[src/lda_pkg.sv]
// Notes on behaviour
// - Pixel rate is clock divided by four
// - First pixel appears before 19th falling edge
// - Controller samples first pixel near 20th edge
// - Strobe high during first pixel sample window
// - Following pixels every fourth clock cycle
// - Reset never rises during pixel output
// - Line period at least 17 plus 4N
// - Scan done during last pixel output
// - Reset high at least 20 microseconds
// - Gain select high means high sensitivity
// - Integration spans edges 8 and 7 after reset
// - Slave start driven by previous scan done
// - Scan done is active low pulse
// - Pixel strobe is active high pulse
package lda_pkg;
  // ----------------------------------------------------------------
  // Timing
  // ----------------------------------------------------------------
  localparam int CLK_HZ          = 20000000;
  localparam int PIX_DIV         = 4;
  localparam int FIRST_PIX_EDGE  = 19;
  localparam int SAMPLE_EDGE     = 20;
  localparam int LINE_OVERHEAD   = 17;
  localparam int RST_LOW_MIN_CYC = 12;
  localparam int INT_START_EDGE  = 8;
  localparam int INT_END_EDGE    = 7;
  localparam int RST_HIGH_MIN_US = 20;
  localparam int RST_HIGH_CYC    = (RST_HIGH_MIN_US * (CLK_HZ / 1000000));
  // ----------------------------------------------------------------
  // Array sizes
  // ----------------------------------------------------------------
  localparam int PIX_FINE        = 256;
  localparam int PIX_COARSE      = 128;
  localparam int PIX_W           = 12;
  localparam int CNT_W           = 16;

  function automatic logic [CNT_W-1:0] pix_count(input logic pitch_fine);
    pix_count = pitch_fine ? CNT_W'(PIX_FINE) : CNT_W'(PIX_COARSE);
  endfunction : pix_count
endpackage : lda_pkg

[src/lda_if.sv]
`timescale 1ns/1ps
interface lda_if;
  logic                    line_reset_n;
  logic                    pixel_strobe;
  logic                    scan_done_pulse_n;
  logic [lda_pkg::PIX_W-1:0] video;
  logic                    video_valid;
  logic                    gain_select;
  logic                    pitch_select;
  logic                    chain_start_in_n;
  logic                    chain_role_select;

  modport det (
    input  line_reset_n, gain_select, pitch_select, chain_start_in_n, chain_role_select,
    output pixel_strobe, scan_done_pulse_n, video, video_valid
  );
  modport ctl (
    output line_reset_n, gain_select, pitch_select, chain_start_in_n, chain_role_select,
    input  pixel_strobe, scan_done_pulse_n, video, video_valid
  );
endinterface : lda_if

[src/lda_controller.sv]
`timescale 1ns/1ps
module lda_controller #(
  parameter int HIGH_CYC = lda_pkg::RST_HIGH_CYC,
  parameter int LOW_CYC  = 16
) (
  input  wire logic                      CLK_SYS_I,
  input  wire logic                      NRST_I,
  input  wire logic                      CE_I,
  input  wire logic                      ENABLE_I,
  input  wire logic                      GAIN_HIGH_I,
  input  wire logic                      PITCH_FINE_I,
  input  wire logic                      SLAVE_I,
  input  wire logic                      START_IN_N_I,
  output logic [lda_pkg::PIX_W-1:0]      PIX_DATA_O,
  output logic                           PIX_VALID_O,
  input  wire logic                      PIX_READY_I,
  output logic                           LINE_DONE_O,
  lda_if.ctl                             LINK
);
  typedef enum logic [1:0] {
    LDC_IDLE = 2'b00,
    LDC_HIGH = 2'b01,
    LDC_LOW  = 2'b10,
    LDC_READ = 2'b11
  } ldc_state_type;

  ldc_state_type             st_r;
  logic [lda_pkg::CNT_W-1:0] cnt_r;
  logic [lda_pkg::CNT_W-1:0] got_r;
  logic [lda_pkg::CNT_W-1:0] npix_r;
  logic [1:0]                eos_s_r;
  logic [1:0]                vv_s_r;
  logic [lda_pkg::PIX_W-1:0] vd_s0_r;
  logic [lda_pkg::PIX_W-1:0] vd_s1_r;
  logic                      vv_d_r;
  logic                      take;
  logic                      fifo_ready;
  logic [lda_pkg::PIX_W-1:0] fifo_data;
  logic                      fifo_valid;

  // ----------------------------------------------------------------
  // Link input synchronisers
  // ----------------------------------------------------------------
  always_ff @(posedge CLK_SYS_I) begin
    if (!NRST_I) begin
      eos_s_r <= 2'b11;
      vv_s_r  <= 2'b00;
      vd_s0_r <= '0;
      vd_s1_r <= '0;
      vv_d_r  <= 1'b0;
    end else if (CE_I) begin
      eos_s_r <= {eos_s_r[0], LINK.scan_done_pulse_n};
      vv_s_r  <= {vv_s_r[0], LINK.video_valid};
      vd_s0_r <= LINK.video;
      vd_s1_r <= vd_s0_r;
      vv_d_r  <= vv_s_r[1];
    end
  end

  assign take = vv_s_r[1] && !vv_d_r && (st_r == LDC_READ) && (got_r < npix_r);

  // ----------------------------------------------------------------
  // Line reset generator
  // ----------------------------------------------------------------
  always_ff @(posedge CLK_SYS_I) begin
    if (!NRST_I) begin
      st_r                   <= LDC_IDLE;
      cnt_r                  <= '0;
      got_r                  <= '0;
      npix_r                 <= '0;
      LINE_DONE_O            <= 1'b0;
      LINK.line_reset_n      <= 1'b1;
      LINK.gain_select       <= 1'b0;
      LINK.pitch_select      <= 1'b0;
      LINK.chain_role_select <= 1'b1;
      LINK.chain_start_in_n  <= 1'b1;
    end else if (CE_I) begin
      LINE_DONE_O            <= 1'b0;
      LINK.gain_select       <= GAIN_HIGH_I;
      LINK.pitch_select      <= PITCH_FINE_I;
      LINK.chain_role_select <= !SLAVE_I;
      LINK.chain_start_in_n  <= START_IN_N_I;
      if (take) begin
        got_r <= got_r + 1'b1;
      end
      unique case (st_r)
        LDC_IDLE: begin
          if (ENABLE_I) begin
            st_r              <= LDC_HIGH;
            cnt_r             <= '0;
            LINK.line_reset_n <= 1'b1;
          end
        end
        LDC_HIGH: begin
          cnt_r <= cnt_r + 1'b1;
          if (cnt_r >= lda_pkg::CNT_W'(HIGH_CYC - 1)) begin
            st_r              <= LDC_LOW;
            cnt_r             <= '0;
            got_r             <= '0;
            npix_r            <= lda_pkg::pix_count(PITCH_FINE_I);
            LINK.line_reset_n <= 1'b0;
          end
        end
        LDC_LOW: begin
          cnt_r <= cnt_r + 1'b1;
          if (cnt_r >= lda_pkg::CNT_W'(LOW_CYC - 1)) begin
            st_r              <= LDC_READ;
            LINK.line_reset_n <= 1'b1;
          end
        end
        LDC_READ: begin
          // Next line waits for last pixel, keeping reset quiet meanwhile
          if (eos_s_r[1] && got_r == npix_r && !take) begin
            LINE_DONE_O <= 1'b1;
            st_r        <= ENABLE_I ? LDC_HIGH : LDC_IDLE;
            cnt_r       <= '0;
          end
        end
      endcase
    end
  end

  // ----------------------------------------------------------------
  // Pixel buffer
  // ----------------------------------------------------------------
  lda_fifo #(
    .WIDTH (lda_pkg::PIX_W),
    .DEPTH (16)
  ) u_fifo (
    .clk_i       (CLK_SYS_I),
    .nrst_i      (NRST_I),
    .ce_i        (CE_I),
    .in_data_i   (vd_s1_r),
    .in_valid_i  (take),
    .in_ready_o  (fifo_ready),
    .out_data_o  (fifo_data),
    .out_valid_o (fifo_valid),
    .out_ready_i (PIX_READY_I && !PIX_VALID_O)
  );

  always_ff @(posedge CLK_SYS_I) begin
    if (!NRST_I) begin
      PIX_DATA_O  <= '0;
      PIX_VALID_O <= 1'b0;
    end else if (CE_I) begin
      if (PIX_VALID_O && PIX_READY_I) begin
        PIX_VALID_O <= 1'b0;
      end else if (!PIX_VALID_O && fifo_valid && PIX_READY_I) begin
        PIX_DATA_O  <= fifo_data;
        PIX_VALID_O <= 1'b1;
      end
    end
  end

  logic unused_ready;
  assign unused_ready = fifo_ready;
endmodule : lda_controller

[src/lda_fifo.sv]
`timescale 1ns/1ps
module lda_fifo #(
  parameter int WIDTH = 12,
  parameter int DEPTH = 16
) (
  input  wire logic             clk_i,
  input  wire logic             nrst_i,
  input  wire logic             ce_i,
  input  wire logic [WIDTH-1:0] in_data_i,
  input  wire logic             in_valid_i,
  output logic                  in_ready_o,
  output logic [WIDTH-1:0]      out_data_o,
  output logic                  out_valid_o,
  input  wire logic             out_ready_i
);
  localparam int AW = $clog2(DEPTH);
  logic [WIDTH-1:0] mem_r [DEPTH];
  logic [AW-1:0]    wp_r;
  logic [AW-1:0]    rp_r;
  logic [AW:0]      cnt_r;
  logic             wr;
  logic             rd;

  assign in_ready_o  = (cnt_r != (AW+1)'(DEPTH));
  assign out_valid_o = (cnt_r != '0);
  assign out_data_o  = mem_r[rp_r];
  assign wr          = in_valid_i && in_ready_o;
  assign rd          = out_valid_o && out_ready_i;

  always_ff @(posedge clk_i) begin
    if (ce_i && wr) begin
      mem_r[wp_r] <= in_data_i;
    end
  end

  always_ff @(posedge clk_i) begin
    if (!nrst_i) begin
      wp_r  <= '0;
      rp_r  <= '0;
      cnt_r <= '0;
    end else if (ce_i) begin
      if (wr) begin
        wp_r <= (wp_r == AW'(DEPTH-1)) ? '0 : wp_r + 1'b1;
      end
      if (rd) begin
        rp_r <= (rp_r == AW'(DEPTH-1)) ? '0 : rp_r + 1'b1;
      end
      if (wr && !rd) begin
        cnt_r <= cnt_r + 1'b1;
      end else if (rd && !wr) begin
        cnt_r <= cnt_r - 1'b1;
      end
    end
  end
endmodule : lda_fifo

[src/flat_wrapper.sv]
// flat-port wrapper written by rule: the top's interface ports become plain ports
module lda_controller_flat 
#(
  parameter int HIGH_CYC = lda_pkg::RST_HIGH_CYC,
  parameter int LOW_CYC  = 16
)
  (CLK_SYS_I, NRST_I, CE_I, ENABLE_I, GAIN_HIGH_I, PITCH_FINE_I, SLAVE_I, START_IN_N_I, PIX_DATA_O, PIX_VALID_O, PIX_READY_I, LINE_DONE_O, LINK_line_reset_n, LINK_gain_select, LINK_pitch_select, LINK_chain_start_in_n, LINK_chain_role_select, LINK_pixel_strobe, LINK_scan_done_pulse_n, LINK_video, LINK_video_valid);
  lda_if LINK_i ();
  input  wire logic CLK_SYS_I;
  input  wire logic NRST_I;
  input  wire logic CE_I;
  input  wire logic ENABLE_I;
  input  wire logic GAIN_HIGH_I;
  input  wire logic PITCH_FINE_I;
  input  wire logic SLAVE_I;
  input  wire logic START_IN_N_I;
  output logic [lda_pkg::PIX_W-1:0] PIX_DATA_O;
  output logic PIX_VALID_O;
  input  wire logic PIX_READY_I;
  output logic LINE_DONE_O;
  output wire logic [$bits(LINK_i.line_reset_n)-1:0] LINK_line_reset_n;
  output wire logic [$bits(LINK_i.gain_select)-1:0] LINK_gain_select;
  output wire logic [$bits(LINK_i.pitch_select)-1:0] LINK_pitch_select;
  output wire logic [$bits(LINK_i.chain_start_in_n)-1:0] LINK_chain_start_in_n;
  output wire logic [$bits(LINK_i.chain_role_select)-1:0] LINK_chain_role_select;
  input wire logic [$bits(LINK_i.pixel_strobe)-1:0] LINK_pixel_strobe;
  input wire logic [$bits(LINK_i.scan_done_pulse_n)-1:0] LINK_scan_done_pulse_n;
  input wire logic [$bits(LINK_i.video)-1:0] LINK_video;
  input wire logic [$bits(LINK_i.video_valid)-1:0] LINK_video_valid;
  assign LINK_line_reset_n = LINK_i.line_reset_n;
  assign LINK_gain_select = LINK_i.gain_select;
  assign LINK_pitch_select = LINK_i.pitch_select;
  assign LINK_chain_start_in_n = LINK_i.chain_start_in_n;
  assign LINK_chain_role_select = LINK_i.chain_role_select;
  assign LINK_i.pixel_strobe = LINK_pixel_strobe;
  assign LINK_i.scan_done_pulse_n = LINK_scan_done_pulse_n;
  assign LINK_i.video = LINK_video;
  assign LINK_i.video_valid = LINK_video_valid;
  lda_controller #(.HIGH_CYC(HIGH_CYC), .LOW_CYC(LOW_CYC)) u_core (.CLK_SYS_I(CLK_SYS_I), .NRST_I(NRST_I), .CE_I(CE_I), .ENABLE_I(ENABLE_I), .GAIN_HIGH_I(GAIN_HIGH_I), .PITCH_FINE_I(PITCH_FINE_I), .SLAVE_I(SLAVE_I), .START_IN_N_I(START_IN_N_I), .PIX_DATA_O(PIX_DATA_O), .PIX_VALID_O(PIX_VALID_O), .PIX_READY_I(PIX_READY_I), .LINE_DONE_O(LINE_DONE_O), .LINK(LINK_i));
endmodule
[config.mk]
export PLATFORM = sky130hd
export DESIGN_NAME = lda_controller_flat
export DESIGN_NICKNAME = d
export VERILOG_FILES = /design/src/lda_pkg.sv /design/src/lda_if.sv /design/src/lda_controller.sv /design/src/lda_fifo.sv /design/src/flat_wrapper.sv
export SDC_FILE = /design/constraint.sdc
export NUM_CORES = 1
export LEC_CHECK = 0
export BUFFER_PORTS_ARGS = -buffer_cell sky130_fd_sc_hd__buf_4
export CORE_ASPECT_RATIO = 1.2
export CORE_MARGIN = 3
export CORE_UTILIZATION = 55
export CTS_CLUSTER_DIAMETER = 40
export DETAILED_ROUTE_END_ITERATION = 10
export HOLD_SLACK_MARGIN = 0.15
export PLACE_DENSITY = 0.71
export SLEW_MARGIN = 20
export SYNTH_ARGS = -nofsm -noshare
export SYNTH_HDL_FRONTEND = slang
export SYNTH_HIERARCHICAL = 1
export SYNTH_SLANG_ARGS = --single-unit
[constraint.sdc]
create_clock -name CLK_SYS_I -period 4.55 [get_ports CLK_SYS_I]
set_input_delay 0.91 -clock CLK_SYS_I [delete_from_list [all_inputs] [get_ports CLK_SYS_I]]
set_output_delay 0.91 -clock CLK_SYS_I [all_outputs]
set_load 0.02 [all_outputs]
==> results of run 1 <==
## registers in the layout, summed over array words and instances, names as in the netlist, named ones only
signal	flops
u_core/LINK.chain_start_in_n	1
u_core/u_fifo/rp_r	4
u_core/vv_d_r	1
u_core/vd_s1_r	12
u_core/st_r	2
u_core/LINK.gain_select	1
u_core/vd_s0_r	12
u_core/u_fifo/wp_r	4
u_core/u_fifo/cnt_r	5
u_core/eos_s_r	2
u_core/npix_r	2
u_core/vv_s_r	2
u_core/PIX_DATA_O	12
u_core/got_r	16
u_core/LINK.pitch_select	1
u_core/cnt_r	16
u_core/u_fifo/mem_r	192
u_core/LINK.chain_role_select	1
u_core/PIX_VALID_O	1
u_core/LINE_DONE_O	1
u_core/LINK.line_reset_n	1
## power by group through the flow
stage / clock network, mW / registers [mW] / logic [mW]
3_3_place_gp: 0 / 2.95 / 0.323
3_5_place_dp: 0 / 2.96 / 0.339
2_1_floorplan: 0 / 2.95 / 0.267
5_1_grt: 2.53 / 2.91 / 0.371
4_1_cts: 2.43 / 2.90 / 0.340
6_report: 2.37 / 2.90 / 0.340
## worst paths after layout
check	startpoint	to	slack [ps]	depth (start not counted)
max reg2reg	u_core/st_r[0]	u_core/u_fifo/cnt_r[4]	1160	12
min reg2reg	u_core/PIX_DATA_O[0]	u_core/PIX_DATA_O[0]	470	2
max	u_core/st_r[0]	u_core/u_fifo/cnt_r[4]	1160	12
min	u_core/PIX_DATA_O[0]	u_core/PIX_DATA_O[0]	470	2
## worst max-delay path: stages, from the launching register on
cell	delay (ps)
dfxtp_1	410
ha_1	270
and4bb_2	300
nand4_1	210
inv_1	340
a21boi_0	470
ha_1	230
inv_1	100
fa_1	430
nand3_1	110
and3_1	150
o21a_1	130
mux2i_1	170
## per-layer routing
layer / wire, um / share of wire, %
met5: 0 / 0
met4: 499 / 2.1
met3: 1380 / 5.8
met2: 12400 / 52
met1: 9590 / 40
## layout make-up
cell class                 instances  share of cell area (%)
multi-input combinational        476                    29.6
timing repair buffer              61                    3.34
clock inverter                    15                    1.17
tap                              270                    2.47
sequential                       293                    56.8
inverter                          22                   0.603
clock buffer                      41                    6.01
## through the flow
step	std cells	hold WS, ps	setup WS [ps]	util (%)
after CTS	1178	469	1160	64.2
after floorplan	833	441	1480	-
after detailed placement	1122	461	1210	59.6
after global routing	1178	485	814	64.2
after global placement	1122	453	1330	59.6
final	1178	466	1160	64.2
==> flow_metrics.py, run 1 <==
metrics = {
    "status": {
        "status": "finished, final reports clean",
    },
    "setup_path": {
        "worstPathArrival_ps": 3850,
        "critPathLaunchType": "flip-flop",
        "crit_required_ps": 5020,
        "worstPathMaxFanout": 8,
        "crit_path_end_kind": "flip-flop",
        "critical_path_class": "reg -> reg",
    },
    "floorplan": {
        "core.rowCount": 58,
        "initial_core_util_pct": 56.9,
        "die_height_um": 169,
        "core_area_um2": 21300,
        "die_area_um2": 23900,
        "ioPinCount": 43,
        "die_x_um": 142,
    },
    "clock_tree": {
        "cts_tree": "done",
        "postCtsSetupBuffers": 0,
        "ctsResizeCount": 0,
        "numCtsBuffers": 30,
        "cts_hold_buf": 0,
        "cts_root_buffer": "clkbuf_16",
        "clk_pin_slew_ps": 60,
        "clk_latency_ps": 540,
        "htreeDepth": 1,
        "cts_sinks": 293,
        "cts.path.max_buffers": 3,
    },
    "sta": {
        "finalCriticalPeriod_ps": 3390,
        "worst_pin_slew_ps": 1060,
        "hold_viol_final": 0,
        "setup_violations": 0,
        "slew_viol_final": 0,
        "clock.fmax_mhz": 295,
        "finalCritPeriodShare_pct": 74.5,
        "finalSetupTns_ps": 0,
        "rsz0062_at_grt": "false",
        "relSlewSlack_pct": 28.8,
        "fin_skew_ps": 14.3,
    },
    "placement": {
        "dpl.hpwl_um": 15800,
        "io_buffers": 41,
        "place_area_um2": 12700,
        "gp_congestion": 0.848,
    },
    "global_route": {
        "grt_overflow": 0,
        "gr-usage-met3_pct": 3.16,
        "grt_max_degree": 97,
        "met1_usage_pct": 26.0,
        "top_usage_layer": "met2",
        "grt_use_total_pct": 20.1,
        "grt_first_pass_wirelength_um": 38500,
        "grt_pass1_vias": 7283,
        "antenna_found_initial": 0,
        "grtUsageMet2_pct": 35.5,
    },
    "cells_and_area": {
        "diodes": 0,
        "final_common_cell": "edfxtp_1",
        "ff_latch_area_um2": 7790,
        "design_area_um2": 13700,
        "layout_common_cells": "edfxtp_1, dfxtp_1, nand2_1, buf_4, mux4_2",
        "drive_above_1_share_pct": 19.6,
        "area_growth_pct": 12.9,
        "n_fill_cell": 1550,
        "final_net_count": 928,
        "multi_input_area_um2": 4050,
    },
    "power": {
        "p_per_area_nw_per_um2": 410,
        "netSwitchingPower_mw": 1.22,
        "vdd_drop_max_mv": 0.349,
        "p_seq_share_pct": 51.7,
        "p_int_mw": 4.39,
        "p_leak_nw": 4.48,
        "p_comb_share_pct": 6.1,
        "power_mw": 5.61,
        "switching_share_pct": 21.7,
        "clkPwrFrac_pct": 42.2,
    },
    "yosys": {
        "synth_area_um2": 12100,
        "netlist_instances": 833,
        "synth.avg_cell_area_um2": 14.6,
        "yosys_warnings": 6,
        "syn_nets": 877,
    },
    "routing": {
        "routed_wl_um": 23900,
        "num_vias": 7137,
        "ant_nets": 0,
        "drt_iter0_markers": 539,
        "wl_per_cell_um": 20.3,
        "vias_per_cell": 6.06,
        "drc_errors": 0,
        "first_pass_iters": 5,
    },
    "run": {
        "maxCapViolations": 0,
    },
    "worst_hold_path": {
        "min_path_type": "reg -> reg",
    },
}
No activity file was read; power rests on OpenSTA's default activity.
==> run 2, diff against run 1 <==
Settings changed: PLACE_DENSITY 0.71 to 0.74.
Clock period 4.55 ns to 2.9 ns, I/O delays scaled along.
==> flow_metrics.py, run 2 (synthesized netlist as in run 1, its figures left out) <==
metrics = {
    "clock_tree": {
        "cts_sinks": 293,
        "numCtsBuffers": 34,
        "cts_hold_buf": 0,
        "clk_latency_ps": 510,
        "cts_tree": "done",
        "postCtsSetupBuffers": 0,
        "cts.path.max_buffers": 3,
        "cts_root_buffer": "clkbuf_16",
        "htreeDepth": 2,
        "clk_pin_slew_ps": 60,
    },
    "placement": {
        "gp_congestion": 0.835,
        "dp_slack_ps": 109,
        "dpl.hpwl_um": 16600,
        "io_buffers": 41,
        "place_area_um2": 12900,
    },
    "global_route": {
        "grt_first_pass_wirelength_um": 40900,
        "grt_use_total_pct": 21.8,
        "grt_max_degree": 49,
        "antenna_found_initial": 0,
        "grt_pass1_vias": 7582,
        "grt_overflow": 0,
    },
    "sta": {
        "worst_pin_slew_ps": 725,
        "slew_viol_final": 0,
        "relSlewSlack_pct": 51.4,
        "fin_skew_ps": 23.0,
        "whs_ps": 312,
        "clock.fmax_mhz": 374,
        "finalSetupTns_ps": 0,
        "finalCritPeriodShare_pct": 92.3,
        "rsz0062_at_grt": "false",
        "finalCriticalPeriod_ps": 2680,
        "setup_violations": 0,
        "setup_slack_ps": 223,
        "hold_viol_final": 0,
    },
    "cells_and_area": {
        "multi_input_area_um2": 4070,
        "n_fill_cell": 1492,
        "final_common_cell": "edfxtp_1",
        "layout_common_cells": "edfxtp_1, dfxtp_1, nand2_1, buf_4, mux4_2",
        "design_area_um2": 14000,
        "area_growth_pct": 15.0,
        "reg.largest.list": "u_core/u_fifo/mem_r x192, u_core/cnt_r x16, u_core/got_r x16",
        "ff_latch_area_um2": 7790,
        "largest_register": "u_core/u_fifo/mem_r",
        "final_net_count": 947,
        "drive_above_1_share_pct": 22.1,
        "diodes": 0,
        "largest_reg_flops": 192,
    },
    "setup_path": {
        "path_depth": 13,
        "cpLargestDelayFamily": "adder cells",
        "cpMaxStageDelayCell": "or2b_2",
        "r2r_cells": 13,
        "crit_top_cell": "ha_1",
        "critical_path_class": "reg -> reg",
        "crit_path_start": "u_core/npix_r[8]",
        "critPathLaunchType": "flip-flop",
        "crit_path_end": "u_core/u_fifo/cnt_r[4]",
        "worstPathArrival_ps": 3110,
        "path_cells": "inv_1 > ha_1 > or2b_2 > nand4_1 > inv_1 > a21boi_2 > ha_1 > inv_2 > ha_1 > a21oi_2 > and3_1 > o21a_1 > mux2i_1",
        "cp_slowest_stage_delay_ps": 350,
        "worstPathMaxFanout": 6,
        "worst-path-buf-inv": 3,
        "crit_required_ps": 3330,
        "r2r_start": "u_core/npix_r[8]",
        "worst-r2r-setup-slack_ps": 220,
        "reg2reg_to": "u_core/u_fifo/cnt_r[4]",
        "crit_path_end_kind": "flip-flop",
    },
    "run": {
        "maxCapViolations": 0,
    },
    "power": {
        "p_per_area_nw_per_um2": 657,
        "p_comb_share_pct": 6.1,
        "p_int_mw": 7.15,
        "vdd_drop_max_mv": 0.531,
        "p_leak_nw": 4.63,
        "netSwitchingPower_mw": 2.02,
        "switching_share_pct": 22.0,
        "clkPwrFrac_pct": 44.3,
        "p_seq_share_pct": 49.6,
    },
    "routing": {
        "ant_nets": 0,
        "drc_errors": 0,
        "num_vias": 7233,
        "first_pass_iters": 5,
        "wl_per_cell_um": 21.0,
        "drt_iter0_markers": 490,
        "routed_wl_um": 25100,
        "vias_per_cell": 6.04,
    },
    "status": {
        "status": "finished, final reports clean",
    },
    "worst_hold_path": {
        "min_path_type": "in -> reg",
    },
    "floorplan": {
        "initial_core_util_pct": 56.9,
        "core_area_um2": 21300,
        "ioPinCount": 43,
        "core.rowCount": 58,
        "die_height_um": 169,
        "die_x_um": 142,
        "die_area_um2": 23900,
    },
}
run 2: area by class of cell:
cell class	count	share of cell area, %
multi-input cells	476	29.2
repair buffers	76	4.27
clock buffers	43	6.49
clock inverters	18	1.27
inverters	22	0.591
well taps	270	2.42
flip-flops and latches	293	55.8
run 2: timing repair:
| action | in CTS | in global routing |
|---|---|---|
| hold endpoints to repair | 0 | 0 |
| setup endpoints to repair | 0 | 3 |
| resized for setup | 0 | 4 |
run 2: how the worst min path moves through the flow:
stage	startpoint	endpoint	slack (ps)	cells past startpoint
2_1_floorplan	u_core/eos_s_r[1]	u_core/eos_s_r[1]	440	2
3_3_place_gp	u_core/PIX_DATA_O[7]	u_core/PIX_DATA_O[7]	450	2
6_report	START_IN_N_I	u_core/LINK.chain_start_in_n	310	3
5_1_grt	LINK_scan_done_pulse_n	u_core/eos_s_r[0]	320	3
4_1_cts	START_IN_N_I	u_core/LINK.chain_start_in_n	290	3
3_5_place_dp	u_core/PIX_DATA_O[7]	u_core/PIX_DATA_O[7]	470	2
run 2: routing by layer:
| metal | vias to the layer above | wire length (um) | track usage (%) |
|---|---|---|---|
| met4 | 0 | 660 | 7.43 |
| met3 | 53 | 1460 | 4.89 |
| met5 | - | 0 | 0 |
| met1 | 3622 | 9670 | 26.5 |
| li1 | 3336 | - | - |
| met2 | 222 | 13300 | 38.5 |
run 2: power by group through the flow:
| stage | registers, mW | clock network (mW) | logic [mW] |
|---|---|---|---|
| 2_1_floorplan | 4.62 | 0 | 0.419 |
| 3_3_place_gp | 4.63 | 0 | 0.529 |
| 3_5_place_dp | 4.64 | 0 | 0.555 |
| 4_1_cts | 4.55 | 4.15 | 0.560 |
| 5_1_grt | 4.56 | 4.33 | 0.617 |
| 6_report | 4.55 | 4.06 | 0.562 |
run 2: worst reg2reg max path: stages, from the launching register on:
cell,delay [ps]
dfxtp_1,320
inv_1,50
ha_1,290
or2b_2,350
nand4_1,120
inv_1,80
a21boi_2,170
ha_1,230
inv_2,100
ha_1,290
a21oi_2,150
and3_1,170
o21a_1,130
mux2i_1,180
run 2: per-stage QoR:
step,power (mW),utilization [%],std cells
6_report,9.17,65.4,1198
5_1_grt,9.50,65.4,1198
4_1_cts,9.26,65.4,1198
3_5_place_dp,5.19,60.3,1137
3_3_place_gp,5.16,60.3,1137
2_1_floorplan,5.04,-,833
